==> src/verilog/i2c_stat_pkg.sv <==
// Constants and carrier types for the two-wire status and mask block.
// Assumes one 250 MHz clock shared by the APB side and the protocol engine.
package i2c_stat_pkg;

    // APB byte offsets
    localparam logic [7:0] OFF_STATUS = 8'h00;
    localparam logic [7:0] OFF_MASK = 8'h04;
    localparam logic [7:0] OFF_CTRL = 8'h08;
    localparam logic [7:0] OFF_OWN = 8'h0c;
    localparam logic [7:0] OFF_TX = 8'h10;
    localparam logic [7:0] OFF_RX = 8'h14;
    localparam logic [7:0] OFF_EVT_STAT = 8'h18;
    localparam logic [7:0] OFF_EVT_CLR = 8'h1c;
    localparam logic [7:0] OFF_EVT_EN = 8'h20;

    // Status bit positions
    localparam int ACK_B = 15;
    localparam int PROG_B = 14;
    localparam int COLL_B = 10;
    localparam int GC_B = 9;
    localparam int TEN_B = 8;
    localparam int WCOL_B = 7;
    localparam int OVF_B = 6;
    localparam int DA_B = 5;
    localparam int STOP_B = 4;
    localparam int START_B = 3;
    localparam int DIR_B = 2;
    localparam int RXF_B = 1;
    localparam int TXF_B = 0;

    // Bits software may clear by writing zero
    localparam logic [15:0] SW_CLR_MASK = 16'h04d8;
    localparam logic [15:0] STATUS_RST = 16'h0000;
    localparam logic [9:0] MASK_RST = 10'h000;
    localparam logic [9:0] OWN_RST = 10'h000;
    localparam logic [1:0] CTRL_RST = 2'h0;

    // Control bit positions
    localparam int CTRL_TEN_B = 0;
    localparam int CTRL_SLV_B = 1;

    // Address constants
    localparam logic [7:0] GC_ADDR = 8'h00;
    localparam logic [4:0] TEN_HDR = 5'h1e;

    // Event bit positions
    localparam int EV_RX = 0;
    localparam int EV_COLL = 1;
    localparam int EV_WCOL = 2;
    localparam int EV_OVF = 3;
    localparam int EV_STOP = 4;
    localparam int EV_GC = 5;
    localparam int EV_N = 6;
    localparam logic [EV_N-1:0] EVT_RST = 6'h00;

    typedef struct packed {
        logic psel;
        logic penable;
        logic pwrite;
        logic [7:0] paddr;
        logic [31:0] pwdata;
    } apb_req_t;

    typedef struct packed {
        logic pready;
        logic pslverr;
        logic [31:0] prdata;
    } apb_rsp_t;

    // One-cycle pulses and levels from the protocol engine
    typedef struct packed {
        logic mst_tx_begin;
        logic ack_end;
        logic ack_nack;
        logic collision;
        logic rx_byte_done;
        logic tx_done;
        logic busy;
        logic slave_mode;
    } engine_evt_t;

    typedef enum logic [2:0] {
        ADR_IDLE,
        ADR_FIRST,
        ADR_SECOND,
        ADR_DATA,
        ADR_IGNORE
    } adr_phase_t;

endpackage

==> src/verilog/i2c_status_mask.sv <==
// Status flags, slave address mask and compare for a two-wire bus port.
// Assumes a protocol engine on the same clock gives one-cycle event pulses;
// scl_in and sda_in come straight from the pins.
//
// Implementation choices: the placing of the registers and the APB slave port.
`timescale 1ns/10ps
`default_nettype none

module i2c_status_mask (
    input wire logic clk,
    input wire logic rst_n,
    input wire logic ce,
    input wire i2c_stat_pkg::apb_req_t apb_req,
    output var i2c_stat_pkg::apb_rsp_t apb_rsp,
    input wire logic scl_in,
    input wire logic sda_in,
    input wire i2c_stat_pkg::engine_evt_t eng,
    input wire logic [7:0] rx_shift_reg,
    output logic [7:0] tx_data,
    output logic tx_pending,
    output logic rx_pulse,
    output logic addr_match,
    output logic irq
);

    typedef struct packed {
        logic [2:0] scl_sync;
        logic [2:0] sda_sync;
        logic scl_lvl;
        logic sda_lvl;
        logic [15:0] stat;
        logic [9:0] mask;
        logic [1:0] ctrl;
        logic [9:0] own;
        logic [7:0] tx;
        logic [7:0] rx;
        logic [i2c_stat_pkg::EV_N-1:0] evt;
        logic [i2c_stat_pkg::EV_N-1:0] evt_en;
        i2c_stat_pkg::adr_phase_t phase;
        logic rx_pulse;
        logic addr_match;
    } state_t;

    state_t state_reg;
    state_t state_next;
    logic [31:0] rdata;
    logic unmapped;

    always_comb
    begin
        logic acc;
        logic wr;
        logic rd;
        logic rx_read;
        logic scl_new;
        logic sda_new;
        logic start_det;
        logic stop_det;
        logic slave;
        logic take;
        logic match;
        logic busy;
        logic [7:0] b;
        logic [7:0] a;
        acc = 1'b0;
        wr = 1'b0;
        rd = 1'b0;
        rx_read = 1'b0;
        scl_new = 1'b0;
        sda_new = 1'b0;
        start_det = 1'b0;
        stop_det = 1'b0;
        slave = 1'b0;
        take = 1'b0;
        match = 1'b0;
        busy = 1'b0;
        b = rx_shift_reg;
        a = apb_req.paddr;

        state_next = state_reg;
        state_next.rx_pulse = 1'b0;
        state_next.addr_match = 1'b0;

        acc = apb_req.psel && apb_req.penable && ce;
        wr = acc && apb_req.pwrite;
        rd = acc && !apb_req.pwrite;
        rx_read = rd && (a == i2c_stat_pkg::OFF_RX);

        // Read mux; unused bits stay zero
        unmapped = 1'b0;
        rdata = 32'h0000_0000;
        case (a)
            i2c_stat_pkg::OFF_STATUS:
                rdata = {16'h0000, state_reg.stat & 16'hc7ff};
            i2c_stat_pkg::OFF_MASK:
                rdata = {22'h000000, state_reg.mask};
            i2c_stat_pkg::OFF_CTRL:
                rdata = {30'h00000000, state_reg.ctrl};
            i2c_stat_pkg::OFF_OWN:
                rdata = {22'h000000, state_reg.own};
            i2c_stat_pkg::OFF_TX:
                rdata = {24'h000000, state_reg.tx};
            i2c_stat_pkg::OFF_RX:
                rdata = {24'h000000, state_reg.rx};
            i2c_stat_pkg::OFF_EVT_STAT:
                rdata = {26'h0000000, state_reg.evt};
            i2c_stat_pkg::OFF_EVT_CLR:
                rdata = 32'h0000_0000;
            i2c_stat_pkg::OFF_EVT_EN:
                rdata = {26'h0000000, state_reg.evt_en};
            default:
                unmapped = 1'b1;
        endcase

        // Pin filter: level moves only when second and third stage agree
        state_next.scl_sync = {state_reg.scl_sync[1:0], scl_in};
        state_next.sda_sync = {state_reg.sda_sync[1:0], sda_in};
        scl_new = state_reg.scl_lvl;
        sda_new = state_reg.sda_lvl;
        if (state_reg.scl_sync[1] == state_reg.scl_sync[2])
        begin
            scl_new = state_reg.scl_sync[2];
        end
        if (state_reg.sda_sync[1] == state_reg.sda_sync[2])
        begin
            sda_new = state_reg.sda_sync[2];
        end
        state_next.scl_lvl = scl_new;
        state_next.sda_lvl = sda_new;
        start_det = state_reg.scl_lvl && scl_new
            && state_reg.sda_lvl && !sda_new;
        stop_det = state_reg.scl_lvl && scl_new
            && !state_reg.sda_lvl && sda_new;

        // Software writes; zero clears the clearable status bits
        if (wr)
        begin
            case (a)
                i2c_stat_pkg::OFF_STATUS:
                    state_next.stat = state_reg.stat
                        & ~(i2c_stat_pkg::SW_CLR_MASK
                        & ~apb_req.pwdata[15:0]);
                i2c_stat_pkg::OFF_MASK:
                    state_next.mask = apb_req.pwdata[9:0];
                i2c_stat_pkg::OFF_CTRL:
                    state_next.ctrl = apb_req.pwdata[1:0];
                i2c_stat_pkg::OFF_OWN:
                    state_next.own = apb_req.pwdata[9:0];
                i2c_stat_pkg::OFF_EVT_CLR:
                    state_next.evt = state_reg.evt
                        & ~apb_req.pwdata[i2c_stat_pkg::EV_N-1:0];
                i2c_stat_pkg::OFF_EVT_EN:
                    state_next.evt_en =
                        apb_req.pwdata[i2c_stat_pkg::EV_N-1:0];
                default:
                    ;
            endcase
        end

        // Transmit holding register; busy covers an unsent byte too
        if (eng.tx_done)
        begin
            state_next.stat[i2c_stat_pkg::TXF_B] = 1'b0;
        end
        busy = eng.busy || state_reg.stat[i2c_stat_pkg::TXF_B];
        if (wr && (a == i2c_stat_pkg::OFF_TX))
        begin
            if (busy)
            begin
                state_next.stat[i2c_stat_pkg::WCOL_B] = 1'b1;
                state_next.evt[i2c_stat_pkg::EV_WCOL] = 1'b1;
            end
            else
            begin
                state_next.tx = apb_req.pwdata[7:0];
                state_next.stat[i2c_stat_pkg::TXF_B] = 1'b1;
            end
        end

        // Master transmit progress and acknowledge result
        if (eng.ack_end)
        begin
            state_next.stat[i2c_stat_pkg::ACK_B] = eng.ack_nack;
            state_next.stat[i2c_stat_pkg::PROG_B] = 1'b0;
        end
        if (eng.mst_tx_begin)
        begin
            state_next.stat[i2c_stat_pkg::PROG_B] = 1'b1;
        end
        if (eng.collision)
        begin
            state_next.stat[i2c_stat_pkg::COLL_B] = 1'b1;
            state_next.evt[i2c_stat_pkg::EV_COLL] = 1'b1;
        end

        // Bus conditions
        if (start_det)
        begin
            state_next.stat[i2c_stat_pkg::START_B] = 1'b1;
            state_next.stat[i2c_stat_pkg::STOP_B] = 1'b0;
            state_next.phase = i2c_stat_pkg::ADR_FIRST;
        end
        if (stop_det)
        begin
            state_next.stat[i2c_stat_pkg::STOP_B] = 1'b1;
            state_next.stat[i2c_stat_pkg::START_B] = 1'b0;
            state_next.stat[i2c_stat_pkg::GC_B] = 1'b0;
            state_next.stat[i2c_stat_pkg::TEN_B] = 1'b0;
            state_next.evt[i2c_stat_pkg::EV_STOP] = 1'b1;
            state_next.phase = i2c_stat_pkg::ADR_IDLE;
        end

        // Slave address compare on the address bytes after a start; data bytes are taken without compare
        slave = eng.slave_mode && state_reg.ctrl[i2c_stat_pkg::CTRL_SLV_B];
        take = eng.rx_byte_done && !slave;
        if (eng.rx_byte_done && slave)
        begin
            case (state_reg.phase)
                i2c_stat_pkg::ADR_FIRST:
                begin
                    if (state_reg.ctrl[i2c_stat_pkg::CTRL_TEN_B])
                    begin
                        if ((b[7:3] == i2c_stat_pkg::TEN_HDR)
                            && (((b[2:1] ^ state_reg.own[9:8])
                            & ~state_reg.mask[9:8]) == 2'h0))
                        begin
                            if (!b[0])
                            begin
                                take = 1'b1;
                                state_next.phase =
                                    i2c_stat_pkg::ADR_SECOND;
                            end
                            else if (state_reg.stat[i2c_stat_pkg::TEN_B])
                            begin
                                // Read header after a repeated start
                                match = 1'b1;
                            end
                            else
                            begin
                                state_next.phase =
                                    i2c_stat_pkg::ADR_IGNORE;
                            end
                        end
                        else
                        begin
                            state_next.phase = i2c_stat_pkg::ADR_IGNORE;
                        end
                    end
                    else if (b == i2c_stat_pkg::GC_ADDR)
                    begin
                        match = 1'b1;
                        state_next.stat[i2c_stat_pkg::GC_B] = 1'b1;
                        state_next.evt[i2c_stat_pkg::EV_GC] = 1'b1;
                    end
                    else if (((b[7:1] ^ state_reg.own[6:0])
                        & ~state_reg.mask[6:0]) == 7'h00)
                    begin
                        match = 1'b1;
                    end
                    else
                    begin
                        state_next.phase = i2c_stat_pkg::ADR_IGNORE;
                    end
                    if (match)
                    begin
                        state_next.stat[i2c_stat_pkg::DIR_B] = b[0];
                    end
                end
                i2c_stat_pkg::ADR_SECOND:
                begin
                    if (((b ^ state_reg.own[7:0])
                        & ~state_reg.mask[7:0]) == 8'h00)
                    begin
                        match = 1'b1;
                        state_next.stat[i2c_stat_pkg::TEN_B] = 1'b1;
                        state_next.stat[i2c_stat_pkg::DIR_B] = 1'b0;
                    end
                    else
                    begin
                        state_next.phase = i2c_stat_pkg::ADR_IGNORE;
                    end
                end
                i2c_stat_pkg::ADR_DATA:
                begin
                    take = 1'b1;
                    state_next.stat[i2c_stat_pkg::DA_B] = 1'b1;
                end
                default:
                    ;
            endcase
            if (match)
            begin
                take = 1'b1;
                state_next.addr_match = 1'b1;
                state_next.stat[i2c_stat_pkg::DA_B] = 1'b0;
                state_next.phase = i2c_stat_pkg::ADR_DATA;
            end
        end

        // Receive buffer; a read and a new byte in one cycle keep the flag
        if (rx_read)
        begin
            state_next.stat[i2c_stat_pkg::RXF_B] = 1'b0;
        end
        if (take)
        begin
            if (state_reg.stat[i2c_stat_pkg::RXF_B] && !rx_read)
            begin
                // Unread byte is kept; the new one is lost
                state_next.stat[i2c_stat_pkg::OVF_B] = 1'b1;
                state_next.evt[i2c_stat_pkg::EV_OVF] = 1'b1;
            end
            else
            begin
                state_next.rx = b;
                state_next.stat[i2c_stat_pkg::RXF_B] = 1'b1;
                state_next.rx_pulse = 1'b1;
                state_next.evt[i2c_stat_pkg::EV_RX] = 1'b1;
            end
        end

        // Bits 13..11 never store anything
        state_next.stat[13:11] = 3'h0;
    end

    always_ff @(posedge clk or negedge rst_n)
    begin
        if (!rst_n)
        begin
            state_reg.scl_sync <= 3'h7;
            state_reg.sda_sync <= 3'h7;
            state_reg.scl_lvl <= 1'b1;
            state_reg.sda_lvl <= 1'b1;
            state_reg.stat <= i2c_stat_pkg::STATUS_RST;
            state_reg.mask <= i2c_stat_pkg::MASK_RST;
            state_reg.ctrl <= i2c_stat_pkg::CTRL_RST;
            state_reg.own <= i2c_stat_pkg::OWN_RST;
            state_reg.tx <= 8'h00;
            state_reg.rx <= 8'h00;
            state_reg.evt <= i2c_stat_pkg::EVT_RST;
            state_reg.evt_en <= i2c_stat_pkg::EVT_RST;
            state_reg.phase <= i2c_stat_pkg::ADR_IDLE;
            state_reg.rx_pulse <= 1'b0;
            state_reg.addr_match <= 1'b0;
        end
        else if (ce)
        begin
            state_reg <= state_next;
        end
    end

    // Ready follows ce so a frozen block completes no transfer
    assign apb_rsp.pready = ce;
    assign apb_rsp.pslverr = apb_req.psel && apb_req.penable && unmapped;
    assign apb_rsp.prdata = rdata;
    assign tx_data = state_reg.tx;
    assign tx_pending = state_reg.stat[i2c_stat_pkg::TXF_B];
    assign rx_pulse = state_reg.rx_pulse;
    assign addr_match = state_reg.addr_match;
    assign irq = |(state_reg.evt & state_reg.evt_en);

endmodule // i2c_status_mask

`default_nettype wire
==> config.mk <==
export PLATFORM = sky130hd
export DESIGN_NAME = i2c_status_mask
export DESIGN_NICKNAME = d
export VERILOG_FILES = /design/src/verilog/i2c_stat_pkg.sv /design/src/verilog/i2c_status_mask.sv
export SDC_FILE = /design/constraint.sdc
export NUM_CORES = 1
export LEC_CHECK = 0
export BUFFER_PORTS_ARGS = -buffer_cell sky130_fd_sc_hd__buf_2
export CELL_PAD_IN_SITES_DETAIL_PLACEMENT = 0
export CELL_PAD_IN_SITES_GLOBAL_PLACEMENT = 1
export CORE_ASPECT_RATIO = 1.5
export CORE_UTILIZATION = 37
export DETAILED_ROUTE_END_ITERATION = 16
export GPL_TIMING_DRIVEN = 0
export PLACE_DENSITY = 0.82
export REMOVE_ABC_BUFFERS = 1
export SKIP_CTS_REPAIR_TIMING = 1
export SLEW_MARGIN = 20
export SYNTH_ARGS = -nofsm -noshare
export SYNTH_HDL_FRONTEND = slang
export SYNTH_SLANG_ARGS = --single-unit
==> constraint.sdc <==
create_clock -name clk -period 2.1 [get_ports clk]
set_input_delay 0.105 -clock clk [delete_from_list [all_inputs] [get_ports clk]]
set_output_delay 0.105 -clock clk [all_outputs]
set_load 0.02 [all_outputs]
Yosys cells after proc, flatten, opt, wreduce, memory -nomap -nowiden
Cells that the tools add are included.
- bits in registers: 76
- input port bits: 64
- equality and inequality tests: 14
- multiplexer cells: 86
- bitwise gates (word level): 17
- reductions and logical operators: 53
- operators with widths (kind ; count):
    $pmux 16 s8 ; 1
    $mux 1 ; 57
    $mux 38 ; 1
    $reduce_and 3->1 ; 12
    $mux 3 ; 11
    $eq 8x5->1 const B ; 4
    $logic_not 8->1 ; 3
    $mux 10 ; 2
    $logic_and 1x1->1 ; 17
    $and 16x16->16 ; 1
    $eq 8x4->1 const B ; 2
    $mux 16 ; 1
    $not 11->16 ; 1
    $reduce_bool 2->1 ; 7
    $and 6x6->6 ; 2
    $mux 12 ; 1
    $mux 2 ; 6
    $mux 6 ; 2
    $reduce_bool 3->1 ; 4
    $not 11->11 ; 1
    $reduce_or 9->1 ; 1
    $and 8x8->8 ; 1
    $eq 8x3->1 const B ; 1
    $eq 8x6->1 const B ; 1
    21 further kinds ; 30

Depth between registers and ports, before layout
Gate-level depths: netlist (run 1).
- depth in word-level cells: 14
- gate-level depth with buffers: 7
- mapped depth without buffers: 6

Worst setup path before layout (run 1)
No wires, ideal clock.
- path kind: reg2reg
- from: reg state_reg[3] (netlist bit)
- to: reg state_reg[17] (netlist bit)
- library setup time: 0.125 ns
- arrival time: 2.025 ns
- data required time: 1.975 ns
- slack: -0.050 ns
- cell stages (with the launch flop): 8
- buffers on the path: 1
- period minus slack after synthesis: 2.150 ns
- path through: dfrtp_1 buf_4 nor3b_1 o21ai_0 nor3_1 o211ai_1 a311oi_4 mux2_2
- cells in the longest elaborated chain, start to end: 6
- elaborated cells between the ends (all ways): 9
- classes of those cells: eq/ne (3); mux (5); reduce/logical (1)
- ends and longest elaborated chain (what ; line ; text):
    start, declared ; i2c_status_mask.sv:44 ; state_t state_reg;
    start signal, assigned ; i2c_status_mask.sv:348 ; state_reg <= state_next;
    $eq 3x2->1 or $eq 3x1->1 (tied branches) ; i2c_status_mask.sv:218 ; case (state_reg.phase)
    $pmux 1 s2 ; i2c_status_mask.sv:218 ;
    $mux 1 ; i2c_status_mask.sv:216 ; if (eng.rx_byte_done && slave)
    $mux 1 (*) ; i2c_status_mask.sv:291 ; if (match)
    $mux 1 (*) ; i2c_status_mask.sv:216 ;
    $reduce_and 3->1 (no line) (*) ; n/a ;
Mark *: on every way between the ends. The rest lies on a longest branch, timed or not. The select of a mux whose other input is x is not followed.
A chain may end at the register's enable or synchronous reset.

Worst setup path after layout (run 1)
- from: reg state_reg[35] (netlist bit)
- to: reg state_reg[22] (netlist bit)
- cells in the longest elaborated chain, start to end: 13
- elaborated cells between the ends (all ways): 17
- classes of those cells: mux (10); bitwise (4); reduce/logical (3)
- ends and longest elaborated chain (what ; line ; text):
    $xor 7x7->7 ; i2c_status_mask.sv:255 ; else if (((b[7:1] ^ state_reg.own[6:0])
    $and 7x7->7 ; i2c_status_mask.sv:256 ; & ~state_reg.mask[6:0]) == 7'h00)
    $logic_not 7->1 ; i2c_status_mask.sv:255 ;
    $mux 1 ; i2c_status_mask.sv:255 ;
    $mux 1 ; i2c_status_mask.sv:249 ; else if (b == i2c_stat_pkg::GC_ADDR)
    $mux 1 ; i2c_status_mask.sv:221 ; if (state_reg.ctrl[i2c_stat_pkg::CTRL_TEN_B])
    $mux 1 ; i2c_status_mask.sv:218 ;
    $mux 1 ; i2c_status_mask.sv:216 ;
    $pmux 1 s2 (*) ; i2c_status_mask.sv:218 ;
    $mux 1 (*) ; i2c_status_mask.sv:216 ;
    $mux 1 (*) ; i2c_status_mask.sv:291 ;
    $mux 1 (*) ; i2c_status_mask.sv:216 ;
    $reduce_and 3->1 (no line) (*) ; n/a ;
Marked as above.

==> metrics.md, run 1 <==
| Metric | Value |
|---|---|
| Initial antenna violation count | `0` |
| Pre-CTS setup slack | `-0.709 ns` |
| Drt first pass iters | `7` |
| Post-synth EDFFs | `0` |
| Max FFs per register | `61` |
| Synth cell types | `49` |
| Final worst slack | `-0.266 ns` |
| Slew at the pin closest to its max-slew limit | `~1.1 ns` |
| Num rows | `46` |
| I/O pin count | `110` |
| Core area | `roughly 0.011 mm^2` |
| Die width | `slightly below 90 um` |
| Clock Tree Buf Depth | `2` |
| Worst Min Path Start | `eng[4]` |
| CP Max Fanout | `9` |
| Worst Hold Depth | `3` |
| Max Fclk | `around 420 MHz` |
| Top FF cell, synth | `dfrtp_1` |
| Async set-or-reset flop fraction in the synthesized netlist | `100%` |
| Antenna viol nets, final | `0` |
| Drt first-iter violations | `384` |
| Total track usage | `19.7%` |
| Total CTS buffers | `9` |
| Clk slew on worst S/H paths | `0.06 ns` |
| Post-layout util | `45.9%` |
| Vias | `3274` |
| Hold Path Class | `input port to flip-flop` |
| Clk_skew | `0.00636 ns` |
| WL/cell | `~18 um` |
| GRT Residual Overflow | `0` |
| Hpwl dp | `approximately 7900 um` |
| GP Congestion | `0.895` |
| Register-to-register setup slack | `-0.27 ns` |
| Layout fillers | `around 1000` |
| First-pass GRT wire length | `~16000 um` |
| Yosys Warn Count | `0` |
| Via density | `about 5.4` |
| WP data required | `2.31 ns` |
| Max_cap viols | `0` |
| Final wirelength | `about 11000 um` |
| Reg2Reg Depth | `7` |
| Critical Setup Path Class | `flip-flop to flip-flop` |
| Slew Viols, Final | `0` |
| PD cells | `approximately 700 mW/mm^2` |
| Reg-to-Reg End | `state_reg[22]$_DFFE_PN0P_` |
| Crit start category | `flip-flop` |
| Mean area per synthesized cell | `approximately 11 um^2` |
| IO buf count | `between 60 and 70` |
| Die Area | `~0.011 mm^2` |
| RSZ-0062 raised after global routing | `yes` |
| Status | `finished, violations left` |
| Min Clock Period, post-route | `roughly 2.4 ns` |
| Final #Nets | `just over 500` |
| Drt drc | `0` |
| Setup violators final | `12` |
| Hold Worst Slack | `-0.00922 ns` |
| Crit. End Element | `flip-flop` |
| Clock root buffer master | `clkbuf_16` |
| Worst-Skew Late Latency | `0.33 ns` |
| Largest net degree at the start of global routing | `between 40 and 50` |
| Die H | `130 um` |
| Number of global-route vias before repair | `3066` |
| Sequential element share of the synthesized area | `between 40% and 50%` |
| Diode count | `0` |
| End of the worst hold path | `state_reg[65]$_DFFE_PN0P_` |
| CTS tree | `yes` |
| Synth Cell Area | `roughly 0.0041 mm^2` |
| Area Overhead vs Synth | `20.2%` |
| Lkg Pwr | `between 2 and 2.5 nW` |
| Failing checks | `negative hold slack, negative setup slack` |
| Normalized max-slew margin | `between 20% and 30%` |
| Mapped Cells | `around 380` |
| CTS H-Tree Depth | `3` |
| FF-to-FF Start | `state_reg[35]$_DFFE_PN0P_` |
| CP arrival | `2.58 ns` |
| Clk sinks | `between 70 and 80` |
| Initial Util | `38.2%` |
| Setup TNS | `-2.29 ns` |
| Hold Vio Cnt, Final | `2` |
| Post-synthesis register bit count | `76` |
| Worst VDD drop | `0.391 mV` |
| Layout cell share with drive strength beyond 1 | `between 30% and 40%` |
| Final critical-path share of the clock period | `113%` |
==> critical path: stages (launching register included) <==
cell	delay, ns
dfrtp_1	0.42
xnor2_1	0.19
o21bai_1	0.10
nor4_2	0.39
o211ai_1	0.26
a311oi_4	0.39
buf_12	0.18
mux2_2	0.33
==> logic make-up (layout without fill, tap and decap cells) <==
logic type	Yosys count	count (layout)	synth area share (%)
other	1	19	0.0922
DFF	76	76	47.0
xor gates and xnor gates	18	18	3.87
muxes	52	52	14.4
and+or+nand+nor	106	106	13.2
buffers and inverters	42	103	6.55
AOI/OAI and AO/OA	83	83	14.9
==> cell type report <==
type | count | area, um^2 | share of cell area, %
clock buffers | 14 | 264 | 5.40
clock inverters | 2 | 10.0 | 0.205
inverters | 8 | 30.0 | 0.614
multi-input cells | 278 | 2030 | 41.5
flip-flops and latches | 76 | 1910 | 39.1
well taps | 144 | 180 | 3.68
repair buffers | 79 | 463 | 9.47
==> metrics by stage <==
step,cells,area [um^2],power [mW]
after global routing,601,4890,3.65
after CTS,592,4730,3.51
final,601,4890,3.51
after detailed placement,576,4450,2.08
after floorplan,362,3900,1.90
after global placement,575,4430,2.06
==> where the power goes <==
| group | leakage (nW) | total (mW) | internal [mW] | switching, mW |
|---|---|---|---|---|
| combinational | 1.20 | 0.415 | 0.167 | 0.249 |
| sequential | 0.982 | 1.67 | 1.59 | 0.0818 |
| clock | 0.137 | 1.42 | 0.862 | 0.561 |
| total | 2.31 | 3.51 | 2.62 | 0.891 |
==> cell usage in the layout, fill, tap and decap left out, types with 2 or more instances in the layout <==
cell type,instances
a22oi_1,12
clkbuf_1,3
o211ai_1,2
mux2_2,51
a211o_1,2
buf_2,68
a222oi_1,12
or2_2,2
nor3_1,4
inv_1,8
a21o_1,5
clkbuf_16,9
conb_1,19
o21ai_0,19
o22ai_1,5
nand2b_1,3
o21bai_1,2
and3_1,3
dfstp_2,8
and2_1,3
nand2_1,40
xnor2_1,18
buf_4,7
a21oi_1,8
nand3_1,11
a22o_1,3
nor3_4,2
nor2b_1,3
nor2_1,14
buf_12,3
nor4_1,5
dfrtp_1,67
clkinv_2,2
clkbuf_8,2
nor2_4,2
==> worst max path at each step <==
stage / from / end
floorplan: state_reg[3]$_DFFE_PN0P_ / state_reg[17]$_DFFE_PN0P_
global placement: apb_req[33] / state_reg[64]$_DFFE_PN0P_
detailed placement: state_reg[3]$_DFFE_PN0P_ / state_reg[17]$_DFFE_PN0P_
CTS: state_reg[3]$_DFFE_PN0P_ / state_reg[17]$_DFFE_PN0P_
global route: state_reg[35]$_DFFE_PN0P_ / state_reg[21]$_DFFE_PN0P_
finish: state_reg[35]$_DFFE_PN0P_ / state_reg[22]$_DFFE_PN0P_
==> synthesized netlist by cell type, types with 3 or more instances <==
cell	count	area share, %
xnor2_1	18	3.9
clkbuf_1	4	0.37
dfstp_2	8	5.2
nand2b_1	3	0.46
and3_1	3	0.46
a22oi_1	12	2.2
nand3_1	12	1.5
o21ai_0	21	2.6
inv_1	8	0.74
nor2_1	15	1.4
nor3_1	4	0.49
nor2b_1	3	0.46
dfrtp_1	68	42
nand2_1	40	3.7
buf_4	29	5.4
mux2_2	52	14
and2_1	3	0.46
nor4_1	6	0.92
a222oi_1	12	3.0
a21o_1	5	0.92
or2_2	3	0.46
a22o_1	3	0.65
o22ai_1	5	0.77
a21oi_1	10	1.2
==> routing by layer <==
layer  vias up  wire, um  track usage [%]  part of all wire, %
met5         -         0                0                    0
met4         0       464             11.5                  4.2
met3        27       637             3.77                  5.8
met2       135      5720             33.5                   52
met1      1608      4120             23.1                   38
li1       1504         -                -                    -
Power figures use the tool's default switching activity.
==> run 2: changes to the inputs <==
--- a/config.mk
+++ b/config.mk
@@ -5,7 +5,7 @@
 export SDC_FILE = /design/constraint.sdc
 export NUM_CORES = 1
 export LEC_CHECK = 0
-export BUFFER_PORTS_ARGS = -buffer_cell sky130_fd_sc_hd__buf_2
+export BUFFER_PORTS_ARGS = -buffer_cell sky130_fd_sc_hd__clkbuf_2
 export CELL_PAD_IN_SITES_DETAIL_PLACEMENT = 0
 export CELL_PAD_IN_SITES_GLOBAL_PLACEMENT = 1
 export CORE_ASPECT_RATIO = 1.5
==> run 2 against run 1 <==
Compared with the run above:
- sequential share of layout area shrank 0.80 points
- utilization rose by 1.0 points
- sequential cell count is the same
- the run still ends with negative hold slack, negative setup slack left
- global-route usage up 0.35 points
- largest cell class unchanged
- largest power group unchanged
==> metrics.md, run 2 (synthesis gave the netlist of run 1 again) <==
| Metric | Value |
|---|---|
| GP Congestion | `0.892 (-0.37%)` |
| Final worst slack | `-0.236 ns (+0.0295 ns)` |
| Register-to-register setup slack | `-0.24 ns (+0.03 ns)` |
| DR top layer | `met4` |
| Reg2Reg Depth | `7 (unchanged)` |
| Most common cell after layout, fill and taps aside | `clkbuf_2` |
| Flop pwr share | `44.8% (-2.8 points)` |
| WL/cell | `18.4 um (+0.92%)` |
| CP max stage cell | `dfrtp_1` |
| Initial antenna violation count | `0 (unchanged)` |
| Worst-Skew Late Latency | `0.34 ns (about the same)` |
| Hold Path Class | `input port to flip-flop` |
| Die Area | `0.0114 mm^2 (unchanged)` |
| I/O pin count | `110 (unchanged)` |
| Max Fclk | `428 MHz (+1.3%)` |
| Sw Share | `24.4% (-1.0 points)` |
| Met2 Routed Length | `5920 um (+3.5%)` |
| Largest net degree at the start of global routing | `46 (+2.2%)` |
| Slew at the pin closest to its max-slew limit | `0.776 ns (-0.359 ns)` |
| PD cells | `748 mW/mm^2 (+4.2%)` |
| Leading cell types in the layout, fill and taps excluded | `clkbuf_2, dfrtp_1, mux2_2, nand2_1` |
| IO buf count | `69 (unchanged)` |
| Crit. End Element | `flip-flop` |
| First-pass GRT wire length | `16800 um (+1.8%)` |
| Worst Min Path Start | `eng[4]` |
| Antenna viol nets, final | `0 (unchanged)` |
| Lkg Pwr | `2.35 nW (+1.3%)` |
| Switching power | `0.911 mW (+2.3%)` |
| Total CTS buffers | `9 (unchanged)` |
| End of the worst hold path | `state_reg[65]$_DFFE_PN0P_` |
| GRT Residual Overflow | `0 (unchanged)` |
| Status | `finished, violations left` |
| Slowest cell delay on critical path | `0.42 ns (about the same)` |
| Clk sinks | `76 (unchanged)` |
| Hold Worst Slack | `-0.0118 ns (-0.00255 ns)` |
| Drt drc | `0 (unchanged)` |
| Min Clock Period, post-route | `2.34 ns (-0.0295 ns)` |
| Cell family with most CP delay | `compound AO/OA/AOI/OAI gates` |
| CTS H-Tree Depth | `3 (unchanged)` |
| Combinational fraction of design power | `11.3% (-0.5 points)` |
| Area Overhead vs Synth | `22.8%` |
| Hold Vio Cnt, Final | `2 (unchanged)` |
| Cells along the critical path | `xnor2_1 -> o22ai_1 -> nor4_2 -> o211ai_1 -> a311oi_4 -> buf_12 -> mux2_2` |
| Slew Viols, Final | `0 (unchanged)` |
| Initial Util | `38.2% (unchanged)` |
| Clock Power Share | `43.9% (+3.4 points)` |
| FF-to-FF Start | `state_reg[36]$_DFFE_PN0P_` |
| Critical Setup Path Class | `flip-flop to flip-flop` |
| Clk slew on worst S/H paths | `0.06 ns (about the same)` |
| Worst VDD drop | `0.406 mV (+3.8%)` |
| Metal-1 WL | `4150 um (+0.65%)` |
| Failing checks | `negative hold slack, negative setup slack` |
| Final critical-path share of the clock period | `111% (-1.4 points)` |
| WP buf/inv | `1 (unchanged)` |
| Via density | `5.54 (+1.8%)` |
| Core area | `0.0106 mm^2 (unchanged)` |
| Drt first pass iters | `7 (unchanged)` |
| Die width | `87.6 um (unchanged)` |
| Final #Nets | `518 (+0.39%)` |
| Post-route insts no fill | `603 (+0.33%)` |
| Vias | `3343 (+2.1%)` |
| Worst Hold Depth | `3 (unchanged)` |
| Drt first-iter violations | `324 (-16%)` |
| CP arrival | `2.56 ns (-0.02 ns)` |
| Inst Count DP | `576 (unchanged)` |
| RSZ-0062 raised after global routing | `yes` |
| Post-layout util | `46.9% (+1.0 points)` |
| Setup violators final | `11 (-1)` |
| Hpwl dp | `8030 um (+1.0%)` |
| Die H | `130 um (unchanged)` |
| Diode count | `0 (unchanged)` |
| Num rows | `46 (unchanged)` |
| Normalized max-slew margin | `47.8% (+24 points)` |
| CTS tree | `yes` |
| WP data required | `2.32 ns (about the same)` |
| Layout cell share with drive strength beyond 1 | `39.9% (+2.5 points)` |
| Clock root buffer master | `clkbuf_16` |
| Max_cap viols | `0 (unchanged)` |
| CP Max Fanout | `9 (unchanged)` |
| Max FFs per register | `61 (unchanged)` |
| Reg-to-Reg End | `state_reg[24]$_DFFE_PN0P_` |
| Critical path depth | `7 (unchanged)` |
| Total track usage | `20.1% (+0.35 points)` |
| Routed met3 length | `644 um (+1.1%)` |
| Clock Tree Buf Depth | `2 (unchanged)` |
| Setup TNS | `-1.97 ns (+0.318 ns)` |
| Number of global-route vias before repair | `3134 (+2.2%)` |
| P_int | `2.83 mW (+7.9%)` |
| Clk_skew | `0.00559 ns (-0.000770 ns)` |
| Crit start category | `flip-flop` |
| Final wirelength | `11100 um (+1.3%)` |
[run 2: cell types whose count changed in the layout (fill, tap and decap cells not counted), moves of 2 or more]
| cell | before | now |
|---|---|---|
| buf_2 | 68 | 0 |
| bufinv_16 | 0 | 2 |
| clkbuf_1 | 3 | 1 |
| clkbuf_2 | 0 | 68 |
| dfrtp_1 | 67 | 65 |
| dfrtp_2 | 1 | 3 |
| nor2_2 | 1 | 4 |
| nor2_4 | 2 | 0 |
| nor4_1 | 5 | 3 |
| nor4_2 | 1 | 3 |
| xnor2_1 | 18 | 16 |
| xnor2_2 | 0 | 2 |
[run 2: power groups by stage]
stage,Sequential (mW),Combinational (mW),Clock [mW]
2_1_floorplan,1.67,0.235,0
3_3_place_gp,1.69,0.373,0
3_5_place_dp,1.69,0.396,0
4_1_cts,1.67,0.398,1.67
5_1_grt,1.69,0.469,1.71
6_report,1.67,0.424,1.64
[run 2: worst max-delay path by stage]
stage,from,end,slack [ns]
2_1_floorplan,state_reg[3]$_DFFE_PN0P_,state_reg[17]$_DFFE_PN0P_,-0.07
3_3_place_gp,apb_req[33],state_reg[64]$_DFFE_PN0P_,-0.74
3_5_place_dp,state_reg[3]$_DFFE_PN0P_,state_reg[24]$_DFFE_PN0P_,-0.69
4_1_cts,state_reg[3]$_DFFE_PN0P_,state_reg[24]$_DFFE_PN0P_,-0.72
5_1_grt,state_reg[35]$_DFFE_PN0P_,state_reg[21]$_DFFE_PN0P_,-0.30
6_report,state_reg[36]$_DFFE_PN0P_,state_reg[24]$_DFFE_PN0P_,-0.24
[run 2: routing by layer]
metal  global-route usage [%]  up-vias
met3                     3.52       29
met2                     35.8      150
met5                        0        -
li1                         -     1508
met1                     22.7     1656
met4                     10.5        0
[run 2: cell type report]
| class | count | area [um^2] |
|---|---|---|
| Clock inverter | 5 | 75.1 |
| Fill cell | 999 | 5650 |
| Timing Repair Buffer | 81 | 488 |
| Sequential cell | 76 | 1920 |
| Inverter | 8 | 30.0 |
| Clock buffer | 11 | 243 |
| Tap cell | 144 | 180 |
| Multi-Input combinational cell | 278 | 2070 |
[run 2: through the flow]
step / hold slack (ns) / setup slack [ns] / cell area (um^2) / power [mW]
2_1_floorplan: -0.191 / -0.0715 / 3900 / 1.90
3_3_place_gp: 0.336 / -0.740 / 4430 / 2.06
3_5_place_dp: 0.112 / -0.693 / 4470 / 2.09
4_1_cts: -0.250 / -0.717 / 4790 / 3.74
5_1_grt: 0.00666 / -0.298 / 5000 / 3.87
6_report: -0.0118 / -0.236 / 5000 / 3.74
[run 2: worst reg2reg max path, delay by kind of cell, from the launching register on]
family	cells	cell delay, ns
muxes	1	0.34
xor gates and xnor gates	1	0.17
buffers and inverters	1	0.18
DFF	1	0.42
and+or+nand+nor	1	0.42
AOI/OAI and AO/OA	3	0.70
